$ cat src/hw/eisa_pkg.sv
// constants, timing counts and state type for the serial memory slave front end
package eisa_pkg;
    localparam int CLK_MHZ = 200;

    // input noise suppression, least stable width in ns, rounded up to cycles
    localparam int FILT_STD_NS = 100;
    localparam int FILT_FAST_NS = 50;
    localparam logic [4:0] FILT_STD_CYC = 5'((FILT_STD_NS * CLK_MHZ + 999) / 1000);
    localparam logic [4:0] FILT_FAST_CYC = 5'((FILT_FAST_NS * CLK_MHZ + 999) / 1000);

    // self-timed write cycle, longest time in ms, rounded down to cycles
    localparam int WR_STD_MS = 10;
    localparam int WR_LOW_MS = 15;
    localparam int WR_STD_CYC = WR_STD_MS * CLK_MHZ * 1000;
    localparam int WR_LOW_CYC = WR_LOW_MS * CLK_MHZ * 1000;
    localparam int WR_CNT_W = 22;

    // device type identifier; value is arbitrary
    localparam logic [3:0] DEV_TYPE_DEFAULT = 4'h5;

    // bit counter positions within a nine-clock byte frame
    localparam logic [3:0] BIT_FIRST = 4'h0;
    localparam logic [3:0] BIT_LAST_TX = 4'h7;
    localparam logic [3:0] BIT_ACK = 4'h8;
    localparam logic [3:0] BIT_END = 4'h9;

    // reset values
    localparam logic LINE_IDLE = 1'b1;
    localparam logic [9:0] ADDR_RST = 10'h000;
    localparam logic [7:0] BYTE_RST = 8'h00;

    typedef enum logic [2:0] {
        ST_IDLE,
        ST_DEV,
        ST_WORD,
        ST_DATA,
        ST_READ,
        ST_IGNORE
    } eisa_state_t;
endpackage

$ cat src/hw/eisa_glitch_filter.sv
// two-flop synchroniser followed by a stable-width pulse filter
module eisa_glitch_filter (
    // clock and reset
    input  wire logic       clk,
    input  wire logic       rst_n,
    // line in, minimum width in cycles, filtered line out
    input  wire logic       line_raw,
    input  wire logic [4:0] len,
    output logic            line_clean
);
    logic       s1_q;
    logic       s2_q;
    logic       dout_q;
    logic [4:0] cnt_q;

    always_ff @(posedge clk or negedge rst_n) begin
        if (!rst_n) begin
            s1_q <= eisa_pkg::LINE_IDLE;
            s2_q <= eisa_pkg::LINE_IDLE;
        end else begin
            s1_q <= line_raw;
            s2_q <= s1_q;
        end
    end

    // a new level must hold len cycles before it passes
    always_ff @(posedge clk or negedge rst_n) begin
        if (!rst_n) begin
            cnt_q  <= 5'h00;
            dout_q <= eisa_pkg::LINE_IDLE;
        end else if (s2_q == dout_q) begin
            cnt_q <= 5'h00;
        end else if (cnt_q >= 5'(len - 5'h01)) begin
            dout_q <= s2_q;
            cnt_q  <= 5'h00;
        end else begin
            cnt_q <= 5'(cnt_q + 5'h01);
        end
    end

    assign line_clean = dout_q;
endmodule

$ cat src/hw/eisa_slave.sv
// two-wire slave front end: addressing, acknowledge, array address, busy lockout
// Behaviour
// - write cycle starts at stop, bounded time
// - busy: release data line, never acknowledge
// - reject line pulses narrower than filter width
// - addressed receiver acknowledges every received byte
// - write: slave receives; read: master acknowledges
// - slave address: type, selection, direction bit
// - respond only when device type matches
// - selection bits must match select inputs
// - spare selection bits choose 256-byte block
// - direction bit one reads, zero writes
// - transmitter releases data after eight bits
// - acknowledge low in ninth clock, then release
// - array address picks byte within block
// - write page is 16 aligned bytes
// - data changes with clock low; start/stop
// - top selection bit against single select pin
// - read: continue on acknowledge, else wait stop
module eisa_slave #(
    parameter int         WR_CYCLES = eisa_pkg::WR_STD_CYC,
    parameter logic [3:0] DEV_TYPE  = eisa_pkg::DEV_TYPE_DEFAULT
) (
    // clock and reset
    input  wire logic       clk,
    input  wire logic       nrst,
    // bus pins, data is open drain
    input  wire logic       scl_pin,
    input  wire logic       sda_pin,
    output logic            sda_level,
    output logic            sda_oe,
    // straps
    input  wire logic       chip_select_pin_high,
    input  wire logic       fast_mode,
    // memory array port
    output logic [9:0]      mem_addr,
    output logic [7:0]      mem_wdata,
    output logic            mem_we,
    input  wire logic [7:0] mem_rdata,
    // status
    output logic            busy
);
    logic                          rst_meta_q;
    logic                          rst_n;
    logic                          cs_meta_q;
    logic                          cs_q;
    logic                          fm_meta_q;
    logic                          fm_q;
    logic                          scl_f;
    logic                          sda_f;
    logic                          scl_p_q;
    logic                          sda_p_q;
    logic                          scl_rise;
    logic                          scl_fall;
    logic                          start_c;
    logic                          stop_c;
    logic                          dev_match;
    logic [4:0]                    filt_len;
    eisa_pkg::eisa_state_t         state_q;
    logic [3:0]                    cnt_q;
    logic [7:0]                    sr_q;
    logic [7:0]                    tx_q;
    logic                          rw_q;
    logic                          mack_q;
    logic                          wrote_q;
    logic                          sda_o_q;
    logic                          sda_oe_q;
    logic [9:0]                    mem_addr_q;
    logic [7:0]                    mem_wdata_q;
    logic                          mem_we_q;
    logic                          busy_q;
    logic [eisa_pkg::WR_CNT_W-1:0] busy_cnt_q;
    logic [eisa_pkg::WR_CNT_W-1:0] busy_len_q;

    always_ff @(posedge clk or negedge nrst) begin
        if (!nrst) begin
            rst_meta_q <= 1'b0;
            rst_n      <= 1'b0;
        end else begin
            rst_meta_q <= 1'b1;
            rst_n      <= rst_meta_q;
        end
    end

    // straps are static but still come from pins
    always_ff @(posedge clk or negedge rst_n) begin
        if (!rst_n) begin
            cs_meta_q <= 1'b0;
            cs_q      <= 1'b0;
            fm_meta_q <= 1'b0;
            fm_q      <= 1'b0;
        end else begin
            cs_meta_q <= chip_select_pin_high;
            cs_q      <= cs_meta_q;
            fm_meta_q <= fast_mode;
            fm_q      <= fm_meta_q;
        end
    end

    assign filt_len = fm_q ? eisa_pkg::FILT_FAST_CYC : eisa_pkg::FILT_STD_CYC;

    eisa_glitch_filter u_scl_filt (
        .clk        (clk),
        .rst_n      (rst_n),
        .line_raw   (scl_pin),
        .len        (filt_len),
        .line_clean (scl_f)
    );

    eisa_glitch_filter u_sda_filt (
        .clk        (clk),
        .rst_n      (rst_n),
        .line_raw   (sda_pin),
        .len        (filt_len),
        .line_clean (sda_f)
    );

    always_ff @(posedge clk or negedge rst_n) begin
        if (!rst_n) begin
            scl_p_q <= eisa_pkg::LINE_IDLE;
            sda_p_q <= eisa_pkg::LINE_IDLE;
        end else begin
            scl_p_q <= scl_f;
            sda_p_q <= sda_f;
        end
    end

    // both lines share one filter delay, so their order is kept
    assign scl_rise = scl_f & ~scl_p_q;
    assign scl_fall = ~scl_f & scl_p_q;
    assign start_c  = scl_f & scl_p_q & sda_p_q & ~sda_f;
    assign stop_c   = scl_f & scl_p_q & ~sda_p_q & sda_f;
    // slave address fields: type, select pin bit, two block bits, direction
    assign dev_match = (sr_q[7:4] == DEV_TYPE) && (sr_q[3] == cs_q);

    // write cycle timer; the array is assumed to finish inside it
    always_ff @(posedge clk or negedge rst_n) begin
        if (!rst_n) begin
            busy_q     <= 1'b0;
            busy_cnt_q <= '0;
        end else if (stop_c && wrote_q && !busy_q) begin
            busy_q     <= 1'b1;
            busy_cnt_q <= eisa_pkg::WR_CNT_W'(WR_CYCLES - 1);
        end else if (busy_q) begin
            if (busy_cnt_q == '0) begin
                busy_q <= 1'b0;
            end else begin
                busy_cnt_q <= eisa_pkg::WR_CNT_W'(busy_cnt_q - 1'b1);
            end
        end
    end

    always_ff @(posedge clk or negedge rst_n) begin
        if (!rst_n) begin
            state_q     <= eisa_pkg::ST_IDLE;
            cnt_q       <= eisa_pkg::BIT_FIRST;
            sr_q        <= eisa_pkg::BYTE_RST;
            tx_q        <= eisa_pkg::BYTE_RST;
            rw_q        <= 1'b0;
            mack_q      <= 1'b0;
            wrote_q     <= 1'b0;
            sda_oe_q    <= 1'b0;
            mem_addr_q  <= eisa_pkg::ADDR_RST;
            mem_wdata_q <= eisa_pkg::BYTE_RST;
            mem_we_q    <= 1'b0;
        end else begin
            mem_we_q <= 1'b0;
            if (busy_q) begin
                state_q  <= eisa_pkg::ST_IDLE;
                sda_oe_q <= 1'b0;
                // a stray stop after the write cycle must not relaunch it
                wrote_q  <= 1'b0;
            end else if (start_c) begin
                state_q  <= eisa_pkg::ST_DEV;
                cnt_q    <= eisa_pkg::BIT_FIRST;
                sda_oe_q <= 1'b0;
                wrote_q  <= 1'b0;
            end else if (stop_c) begin
                state_q  <= eisa_pkg::ST_IDLE;
                sda_oe_q <= 1'b0;
            end else begin
                // page write rolls over inside its 16-byte page
                if (mem_we_q) begin
                    mem_addr_q[3:0] <= 4'(mem_addr_q[3:0] + 4'h1);
                end
                if (scl_rise && state_q != eisa_pkg::ST_IDLE
                        && state_q != eisa_pkg::ST_IGNORE && cnt_q < eisa_pkg::BIT_END) begin
                    cnt_q <= 4'(cnt_q + 4'h1);
                    if (cnt_q < eisa_pkg::BIT_ACK) begin
                        sr_q <= {sr_q[6:0], sda_f};
                    end
                    if (state_q == eisa_pkg::ST_READ && cnt_q == eisa_pkg::BIT_ACK) begin
                        mack_q <= ~sda_f;
                    end
                end
                if (scl_fall) begin
                    case (state_q)
                        eisa_pkg::ST_DEV, eisa_pkg::ST_WORD, eisa_pkg::ST_DATA: begin
                            if (cnt_q == eisa_pkg::BIT_ACK) begin
                                if (state_q == eisa_pkg::ST_DEV) begin
                                    if (dev_match) begin
                                        sda_oe_q         <= 1'b1;
                                        rw_q             <= sr_q[0];
                                        mem_addr_q[9:8]  <= sr_q[2:1];
                                    end else begin
                                        state_q <= eisa_pkg::ST_IGNORE;
                                    end
                                end else if (state_q == eisa_pkg::ST_WORD) begin
                                    sda_oe_q        <= 1'b1;
                                    mem_addr_q[7:0] <= sr_q;
                                end else begin
                                    sda_oe_q    <= 1'b1;
                                    mem_wdata_q <= sr_q;
                                    mem_we_q    <= 1'b1;
                                    wrote_q     <= 1'b1;
                                end
                            end else if (cnt_q == eisa_pkg::BIT_END) begin
                                cnt_q    <= eisa_pkg::BIT_FIRST;
                                sda_oe_q <= 1'b0;
                                if (state_q == eisa_pkg::ST_DEV && rw_q) begin
                                    state_q         <= eisa_pkg::ST_READ;
                                    tx_q            <= mem_rdata;
                                    sda_oe_q        <= ~mem_rdata[7];
                                    mem_addr_q[7:0] <= 8'(mem_addr_q[7:0] + 8'h01);
                                end else if (state_q == eisa_pkg::ST_DEV) begin
                                    state_q <= eisa_pkg::ST_WORD;
                                end else begin
                                    state_q <= eisa_pkg::ST_DATA;
                                end
                            end
                        end
                        eisa_pkg::ST_READ: begin
                            if (cnt_q >= 4'h1 && cnt_q <= eisa_pkg::BIT_LAST_TX) begin
                                tx_q     <= {tx_q[6:0], 1'b0};
                                sda_oe_q <= ~tx_q[6];
                            end else if (cnt_q == eisa_pkg::BIT_ACK) begin
                                sda_oe_q <= 1'b0;
                            end else if (cnt_q == eisa_pkg::BIT_END) begin
                                if (mack_q) begin
                                    cnt_q           <= eisa_pkg::BIT_FIRST;
                                    tx_q            <= mem_rdata;
                                    sda_oe_q        <= ~mem_rdata[7];
                                    mem_addr_q[7:0] <= 8'(mem_addr_q[7:0] + 8'h01);
                                end else begin
                                    state_q  <= eisa_pkg::ST_IGNORE;
                                    sda_oe_q <= 1'b0;
                                end
                            end
                        end
                        default: begin
                        end
                    endcase
                end
            end
        end
    end

    // the pin only ever pulls low
    always_ff @(posedge clk or negedge rst_n) begin
        if (!rst_n) begin
            sda_o_q <= 1'b0;
        end else begin
            sda_o_q <= 1'b0;
        end
    end

    assign sda_level = sda_o_q;
    assign sda_oe    = sda_oe_q;
    assign mem_addr  = mem_addr_q;
    assign mem_wdata = mem_wdata_q;
    assign mem_we    = mem_we_q;
    assign busy      = busy_q;

    // helper: length of the busy window
    always_ff @(posedge clk or negedge rst_n) begin
        if (!rst_n) begin
            busy_len_q <= '0;
        end else if (busy_q) begin
            busy_len_q <= eisa_pkg::WR_CNT_W'(busy_len_q + 1'b1);
        end else begin
            busy_len_q <= '0;
        end
    end
endmodule

$ cat config.mk
export PLATFORM = sky130hd
export DESIGN_NAME = eisa_slave
export DESIGN_NICKNAME = d
export VERILOG_FILES = /design/src/hw/eisa_pkg.sv /design/src/hw/eisa_glitch_filter.sv /design/src/hw/eisa_slave.sv
export SDC_FILE = /design/constraint.sdc
export NUM_CORES = 1
export LEC_CHECK = 0
export CAP_MARGIN = 20
export CORE_MARGIN = 3
export CORE_UTILIZATION = 35
export CTS_BUF_LIST = sky130_fd_sc_hd__clkbuf_2 sky130_fd_sc_hd__clkbuf_4 sky130_fd_sc_hd__clkbuf_8
export DETAILED_ROUTE_END_ITERATION = 12
export DONT_BUFFER_PORTS = 1
export GPL_ROUTABILITY_DRIVEN = 1
export GPL_TIMING_DRIVEN = 0
export MAX_ROUTING_LAYER = met4
export PLACE_DENSITY = 0.54
export SYNTH_ARGS = -nofsm -noshare
export SYNTH_HDL_FRONTEND = slang
export SYNTH_SLANG_ARGS = --single-unit
$ cat constraint.sdc
create_clock -name clk -period 3.8 [get_ports clk]
set_input_delay 0.38 -clock clk [delete_from_list [all_inputs] [get_ports clk]]
set_output_delay 0.38 -clock clk [all_outputs]
set_load 0.05 [all_outputs]
==> results.md, run 1 <==
- Status: finished clean
- Number of H-tree levels: 3
- Clock transition at path regs: 0.09 ns
- Die width: 124 um
- Drt first pass iters: 4
- Synth area leader: dfrtp_1
- ANT cells: 0
- Syn Nets: 503
- VDD IR-drop max: 0.171 mV
- Seq pwr share: 0.504
- Worst min path class: input pin to flop
- Final net count: 520
- Initial Util: 0.362
- Die H: 124 um
- CP max-delay cell: a31oi_1
- Synth top area share: 0.434
- GRT Total Usage: 0.154
- Combinational share of power: 0.254
- Leakage: 2.32 nW
- Row cnt: 42
- Setup CP Type: flop to flop
- Clock network power share: 0.242
- CTS-repair resized insts: 0
- Post-synth EDFFs: 0
- Die area: 15300 sq um
- Critical path fanouts, max: 9
- Pwr/cell area: 477 nW/um^2
- Post-synthesis cell type count: 65
- Met1 WL: 4990 um
- Top sig layer: met4
- Vias per Instance: 5.49
- Crit. End Element: flop
- Max incr delay on CP: 0.72 ns
- Yosys Warn Count: 0
- Vias in the first global route: 3582
- Asr flop ratio synth: 1.00
- DRC violations left: 0
- Switching Share: 0.345
- Number of synthesized register bits: 92
- Most used cell, CP: clkbuf_1
- Final setup fails: 0
- Slew Viols, Final: 0
- PortBufs: 0
- Max-Cap Viols: 0
- Synth Area per Inst: 10.2 sq um
- Cell breakdown of the critical path: clkbuf_1, xor2_1, a31oi_1, and2_1, nor2b_1, clkbuf_1, mux2_2
- RSZ-0062 raised after global routing: no
- Worst slack, placed: 0.638 ns
- P_sw: 0.876 mW
- Data required time of the worst path: 4.07 ns
- Clk root buf: clkbuf_8
- Syn-to-layout area delta: 9.75%
- Routed len/inst: 15.8 um
- Worst Clk Skew: 0.0117 ns
- # Post-CTS Setup Buffers: 0
- Initial antenna violation count: 0
- Layout cell share with drive strength beyond 1: 0.147
- Final worst slack: 0.634 ns
- Met2 Wirelength: 4940 um
- Max Clk Rate: 316 MHz
- Multi-input gate area: 2370 sq um
- Global-route wire length before repair: 18100 um
- GPL Wtd Cong: 0.824
- Fill count: 1331
- Register area share after synthesis: 0.477
- Post-synth top flop: dfrtp_1
- Vias: 3692
- First DRT Iteration DRCs: 162
- FF/Latch Area: 2320 sq um
- Synth area leaders: dfrtp_1 (43%), mux2_2 (5.1%), dfstp_2 (4.3%)
- Synthesized area: 4850 sq um
- CTS tree: built
- CTS Hold Bufs: 4
- CTS sink count: 92
- Clk_lat worst skew: 0.39 ns
- Longest Clk Path Bufs: 2
- Total power: 2.54 mW
- # IOs: 36
- CTS Buf Count: 9
- Min Tclk post-route: 3.17 ns
- Post-Route WL: 10700 um
- Total negative slack: 0 ns
- Routed Antenna Nets: 0
- Met3 Wirelength: 461 um
- Least-Margin Pin Slew: 0.907 ns
- Largest net degree at the start of global routing: 60
- GR Overflow Total: 0
- Pint: 1.66 mW
- Critical path arrival: 3.44 ns
- Final period util: 0.833
- Core footprint: 13400 sq um
- Relative slew slack: 0.393
- Dpl hpwl: 7650 um
- CP Launch Type: flop
- Hold Vio Cnt, Final: 0
- Mapped Cells: 475
[path summary, 6_finish.rpt]
| kind | from | endpoint | slack, ns | depth (start not counted) |
|---|---|---|---|---|
| max | u_sda_filt.line_clean | sr_q[5] | 0.63 | 7 |
| min | fast_mode | fm_meta_q | 0.02 | 0 |
| max reg2reg | u_sda_filt.line_clean | sr_q[5] | 0.63 | 7 |
| min reg2reg | rst_n | busy_cnt_q[11] | 0.28 | 0 |
| max in group asynchronous | rst_n | sda_p_q | 2.84 | 1 |
| min in group asynchronous | nrst | rst_n | 0.22 | 1 |
[cell usage after synthesis, drive strengths merged (10+ instances only)]
master and n:
dfrtp 84, nand3 19, mux2i 18, a21oi 19
o21ai 29, nor2 23, nor3 18, ha 14
or3 10, mux2 22, nand2 35, or4 11
clkbuf 21, inv 14
[power groups by stage]
stage               registers (mW)  clock network (mW)  logic (mW)
CTS                           1.29               0.640       0.646
detailed placement            1.30                   0       0.638
global route                  1.31               0.669       0.736
finish                        1.28               0.615       0.643
floorplan                     1.26                   0       0.499
global placement              1.31                   0       0.612
[metrics by stage]
step	util	instances	cell area [sq um]	hold WS [ns]
final	0.397	673	5320	0.0227
after global routing	0.397	673	5320	0.000404
after CTS	0.397	673	5320	0.00224
after detailed placement	0.381	653	5100	0.0845
after global placement	0.378	651	5070	0.0845
after floorplan	-	475	4850	0.0844
[cell type report]
type,instances,share of cell area
Multi-Input combinational cell,343,0.445
Clock inverter,6,0.00729
Tap cell,176,0.0414
Inverter,14,0.00988
Clock buffer,10,0.0259
Buffer,26,0.0216
Sequential cell,92,0.435
Timing Repair Buffer,6,0.0136
[cells by family after synthesis]
family,after synthesis,synth area share
buf+inv,40,0.0346
other cells,2,0.00155
flops,92,0.477
xor+xnor,15,0.0271
simple gates,170,0.196
compound gates,102,0.139
fa+ha+maj,14,0.0361
mux,40,0.0883
[per-layer routing]
metal / vias to the layer above / track usage
li1: 1776 / -
met1: 1841 / 0.201
met2: 55 / 0.230
met3: 20 / 0.0377
met4: 0 / 0.0657
met5: - / -
[flip-flops by register name, indices dropped and copies added (netlist names), 3 cells and up]
signal            count
busy_cnt_q           22
cnt_q                 4
mem_addr             10
mem_wdata             8
sr_q                  8
state_q               3
tx_q                  7
u_scl_filt.cnt_q      5
u_sda_filt.cnt_q      5
[worst max-delay path: cells and delay by family (launching register included)]
family / cells / cell delay [ns]
xor gates and xnor gates: 1 / 0.15
and+or+nand+nor: 2 / 0.54
DFF: 1 / 0.54
AOI/OAI and AO/OA: 1 / 0.72
buffers and inverters: 2 / 0.72
muxes: 1 / 0.39
[placed cells by master, fill, tap and decap left out, drive strengths merged, types with 4 or more instances in the layout]
cell,synthesis,routed
xnor2,6,6
nand3,19,19
or4,11,11
a21oi,19,19
ha,14,14
o31ai,7,7
nor2b,4,4
inv,14,15
mux2,22,22
nor2,23,23
o211ai,7,7
and3,5,5
dfstp,8,8
a31oi,5,5
clkbuf,21,31
nor4,9,9
xor2,9,9
nor3b,4,4
nor3,18,18
mux2i,18,18
a31o,4,4
or3,10,10
nand2,35,35
buf,5,7
a211o,4,4
nand3b,5,5
dfrtp,84,84
nand2b,7,7
dlygate4sd3,0,4
o21ai,29,29
Note: power is estimated with default switching activity, not from simulation.
==> inputs of run 2 (changes only) <==
--- a/config.mk
+++ b/config.mk
@@ -5,6 +5,7 @@
 export SDC_FILE = /design/constraint.sdc
 export NUM_CORES = 1
 export LEC_CHECK = 0
+export ABC_AREA = 1
 export CAP_MARGIN = 20
 export CORE_MARGIN = 3
 export CORE_UTILIZATION = 35
@@ -14,7 +15,7 @@
 export GPL_ROUTABILITY_DRIVEN = 1
 export GPL_TIMING_DRIVEN = 0
 export MAX_ROUTING_LAYER = met4
-export PLACE_DENSITY = 0.54
+export PLACE_DENSITY = 0.56
 export SYNTH_ARGS = -nofsm -noshare
 export SYNTH_HDL_FRONTEND = slang
 export SYNTH_SLANG_ARGS = --single-unit
==> constraint.sdc (replaced) <==
create_clock -name clk -period 2.8 [get_ports clk]
set_input_delay 0.28 -clock clk [delete_from_list [all_inputs] [get_ports clk]]
set_output_delay 0.28 -clock clk [all_outputs]
set_load 0.05 [all_outputs]
==> run 2 against run 1 <==
First-iteration DRC count up 57%. Sequential power up 65%. Maximum frequency up 48%. Design area up 4.3%. Setup slack better by 0.031 ns. Via count up 14%. Cell count up 25%. Clock skew down 0.0030 ns. Utilization about the same. Global-route usage up 0.55 points. Clock power up 49%. Critical endpoint is now busy_cnt_q[3]. Largest power group is now combinational cells.
==> results.md, run 2 <==
- Worst hold stages: 2
- Post-Route WL: 11600 um
- R2R cell count: 12
- Number of synthesized register bits: 92
- Hold_sp: mem_rdata[0]
- Crit. End Element: flop
- Commonest non-fill, non-tap cells in the layout: nand2_1 (145), dfrtp_1 (83), nor2_1 (73), inv_1 (61), nand3_1 (56)
- Complex-gate fraction of the synthesized area: 0.105
- Max-Cap Viols: 0
- Synth area leaders: dfrtp_1 (42%), nand2_1 (11%), nand3_1 (5.6%)
- Worst Path Buf+Inv: 3
- First DRT Iteration DRCs: 255
- Register area share after synthesis: 0.458
- Final setup fails: 0
- CP Launch Point: busy_cnt_q[0]
- Largest Register: busy_cnt_q
- Pwr/cell area: 1140 nW/um^2
- Reg-to-reg critical path endpoint: busy_cnt_q[3]
- Post-synthesis mux area share: 0
- Post-synth EDFFs: 0
- Row cnt: 43
- Synth Area per Inst: 7.85 sq um
- Layout cell share with drive strength beyond 1: 0.134
- Worst slack, placed: 0.653 ns
- CTS tree: built
- Final worst slack: 0.665 ns
- CP max-delay cell: dfrtp_1
- Worst path top cell family by delay: simple AND/OR/NAND/NOR gates
- GR Overflow Total: 0
- Clock transition at path regs: 0.09 ns
- Most used cell, CP: nand2_2
- Cell breakdown of the critical path: inv_1, ha_1, inv_2, nor2_2, nand2_2, nor2_4, nand4_2, nand2_2, nand2_2, buf_2, nand3_1, nand3_1
- Clk_lat worst skew: 0.37 ns
- Status: finished clean
- Number of H-tree levels: 3
- Reg2reg start: busy_cnt_q[0]
- Core footprint: 14000 sq um
- Main combinational cell family by area after synthesis: simple AND/OR/NAND/NOR gates
- Max FFs per register: 22
- Die width: 126 um
- Placed inst area: 5310 sq um
- Count leader, synth: nand2_1
- Hold Vio Cnt, Final: 0
- Die area: 15900 sq um
- DRC violations left: 0
- Longest Clk Path Bufs: 2
- CTS sink count: 92
- Most common cell after layout, fill and taps aside: nand2_1
- Global-route wire length before repair: 20300 um
- Synth top area share: 0.416
- Max Clk Rate: 468 MHz
- Dpl hpwl: 8650 um
- Initial antenna violation count: 0
- Yosys Warn Count: 0
- Largest net degree at the start of global routing: 57
- Vias per Instance: 4.98
- Hold endpoint: tx_q[0]
- ANT cells: 0
- GR Util met3: 0.0356
- Placed cell count: 824
- Die H: 126 um
- Leakage: 2.75 nW
- Total power: 6.31 mW
- PortBufs: 0
- Setup CP Type: flop to flop
- RSZ-0062 raised after global routing: no
- Post-synthesis cell type count: 37
- M1 GR Usage: 0.212
- Worst Clk Skew: 0.00873 ns
- Synth Area in XOR/XNOR: 0.0434
- CTS Buf Count: 9
- Drt first pass iters: 5
- Asr flop ratio synth: 1.00
- Critical path fanouts, max: 10
- Synth cell count leaders: nand2_1 (145), dfrtp_1 (84), nor2_1 (73)
- Data required time of the worst path: 3.03 ns
- M2 GR Usage: 0.243
- Routed len/inst: 13.8 um
- Least-Margin Pin Slew: 0.707 ns
- # IOs: 36
- Mapped Cells: 643
- Syn-to-layout area delta: 9.94%
- Synthesized area: 5050 sq um
- Synth Area in Simple Gates: 0.280
- Post-route cell area: 5550 sq um
- Initial Util: 0.361
- Final net count: 688
- Post-Synth Adder-Cell Area: 0.0347
- GRT Total Usage: 0.160
- Min Tclk post-route: 2.13 ns
- Slew Viols, Final: 0
- Worst min path class: input pin to flop
- GR peak layer: met2
- Final period util: 0.762
- Flop2flop setup slack: 0.67 ns
- Clk root buf: clkbuf_8
- CTS-repair resized insts: 0
- Critical path arrival: 2.36 ns
- GPL Wtd Cong: 0.893
- Vias: 4201
- CP Launch Type: flop
- Routed Antenna Nets: 0
- Util after Layout: 0.397
- Synth area leader: dfrtp_1
- Vias in the first global route: 4164
- Cell Count, Final, Fillers Out: 844
- Max incr delay on CP: 0.37 ns
- Syn Nets: 671
- Relative slew slack: 0.529
- VDD IR-drop max: 0.418 mV
- Post-synth top flop: dfrtp_1
-- run 2: changes by cell type after synthesis, moves of 20 or more --
| cell | before | now |
|---|---|---|
| mux2_2 | 22 | 0 |
| nand2_1 | 35 | 145 |
| nand3_1 | 19 | 56 |
| inv_2 | 0 | 23 |
| o21ai_1 | 0 | 35 |
| clkbuf_1 | 21 | 1 |
| nor2_1 | 23 | 73 |
| inv_1 | 14 | 61 |
-- run 2: worst max path at each step --
stage / to / slack, ns / cells past startpoint
final: busy_cnt_q[3] / 0.67 / 12
after global routing: mem_wdata[6] / 0.45 / 10
after CTS: mem_wdata[6] / 0.64 / 10
after detailed placement: mem_wdata[6] / 0.65 / 10
after global placement: mem_wdata[7] / -1.07 / 0
after floorplan: busy / 0.06 / 0
-- run 2: kinds of logic after synthesis --
family,count (synthesis)
compound gates,97
fa+ha+maj,14
xor+xnor,25
simple gates,317
buf+inv,96
flops,92
other cells,2
-- run 2: final cells by class --
type | instances | area (sq um)
tap | 180 | 225
fill | 1462 | 8440
multi-input combinational | 455 | 2340
timing repair buffer | 6 | 77.6
clock inverter | 4 | 50.0
inverter | 85 | 324
buffer | 11 | 68.8
clock buffer | 11 | 145
sequential | 92 | 2320
-- run 2: through the flow --
stage                     TNS, ns  hold slack [ns]
after detailed placement        0          -0.0155
final                           0           0.0500
after CTS                       0           0.0285
after global routing            0           0.0526
after global placement     -87.51          -0.0155
after floorplan                 0          -0.0156
-- run 2: report_power, final --
part / internal, mW / switching (mW) / leakage (nW)
registers: 1.67 / 0.445 / 1.19
logic: 1.17 / 2.12 / 1.46
clock network: 0.441 / 0.474 / 0.0948
total: 3.27 / 3.04 / 2.75
-- run 2: per-layer routing --
layer | vias to the layer above | routed length, um
li1 | 2110 | -
met1 | 1970 | 5640
met2 | 97 | 5240
met3 | 24 | 482
met4 | 0 | 265
met5 | - | 0
-- run 2: worst reg2reg max path, delay by kind of cell (launching register included) --
kind          cells  cell delay [ns]
simple gates      8             0.94
buf+inv           3             0.39
flops             1             0.37
fa+ha+maj         1             0.30
-- run 2: timing repair --
| item | in CTS | in global routing |
|---|---|---|
| hold buffers | 5 | 0 |
| hold endpoints to repair | 6 | 0 |
| setup buffers | 0 | 0 |
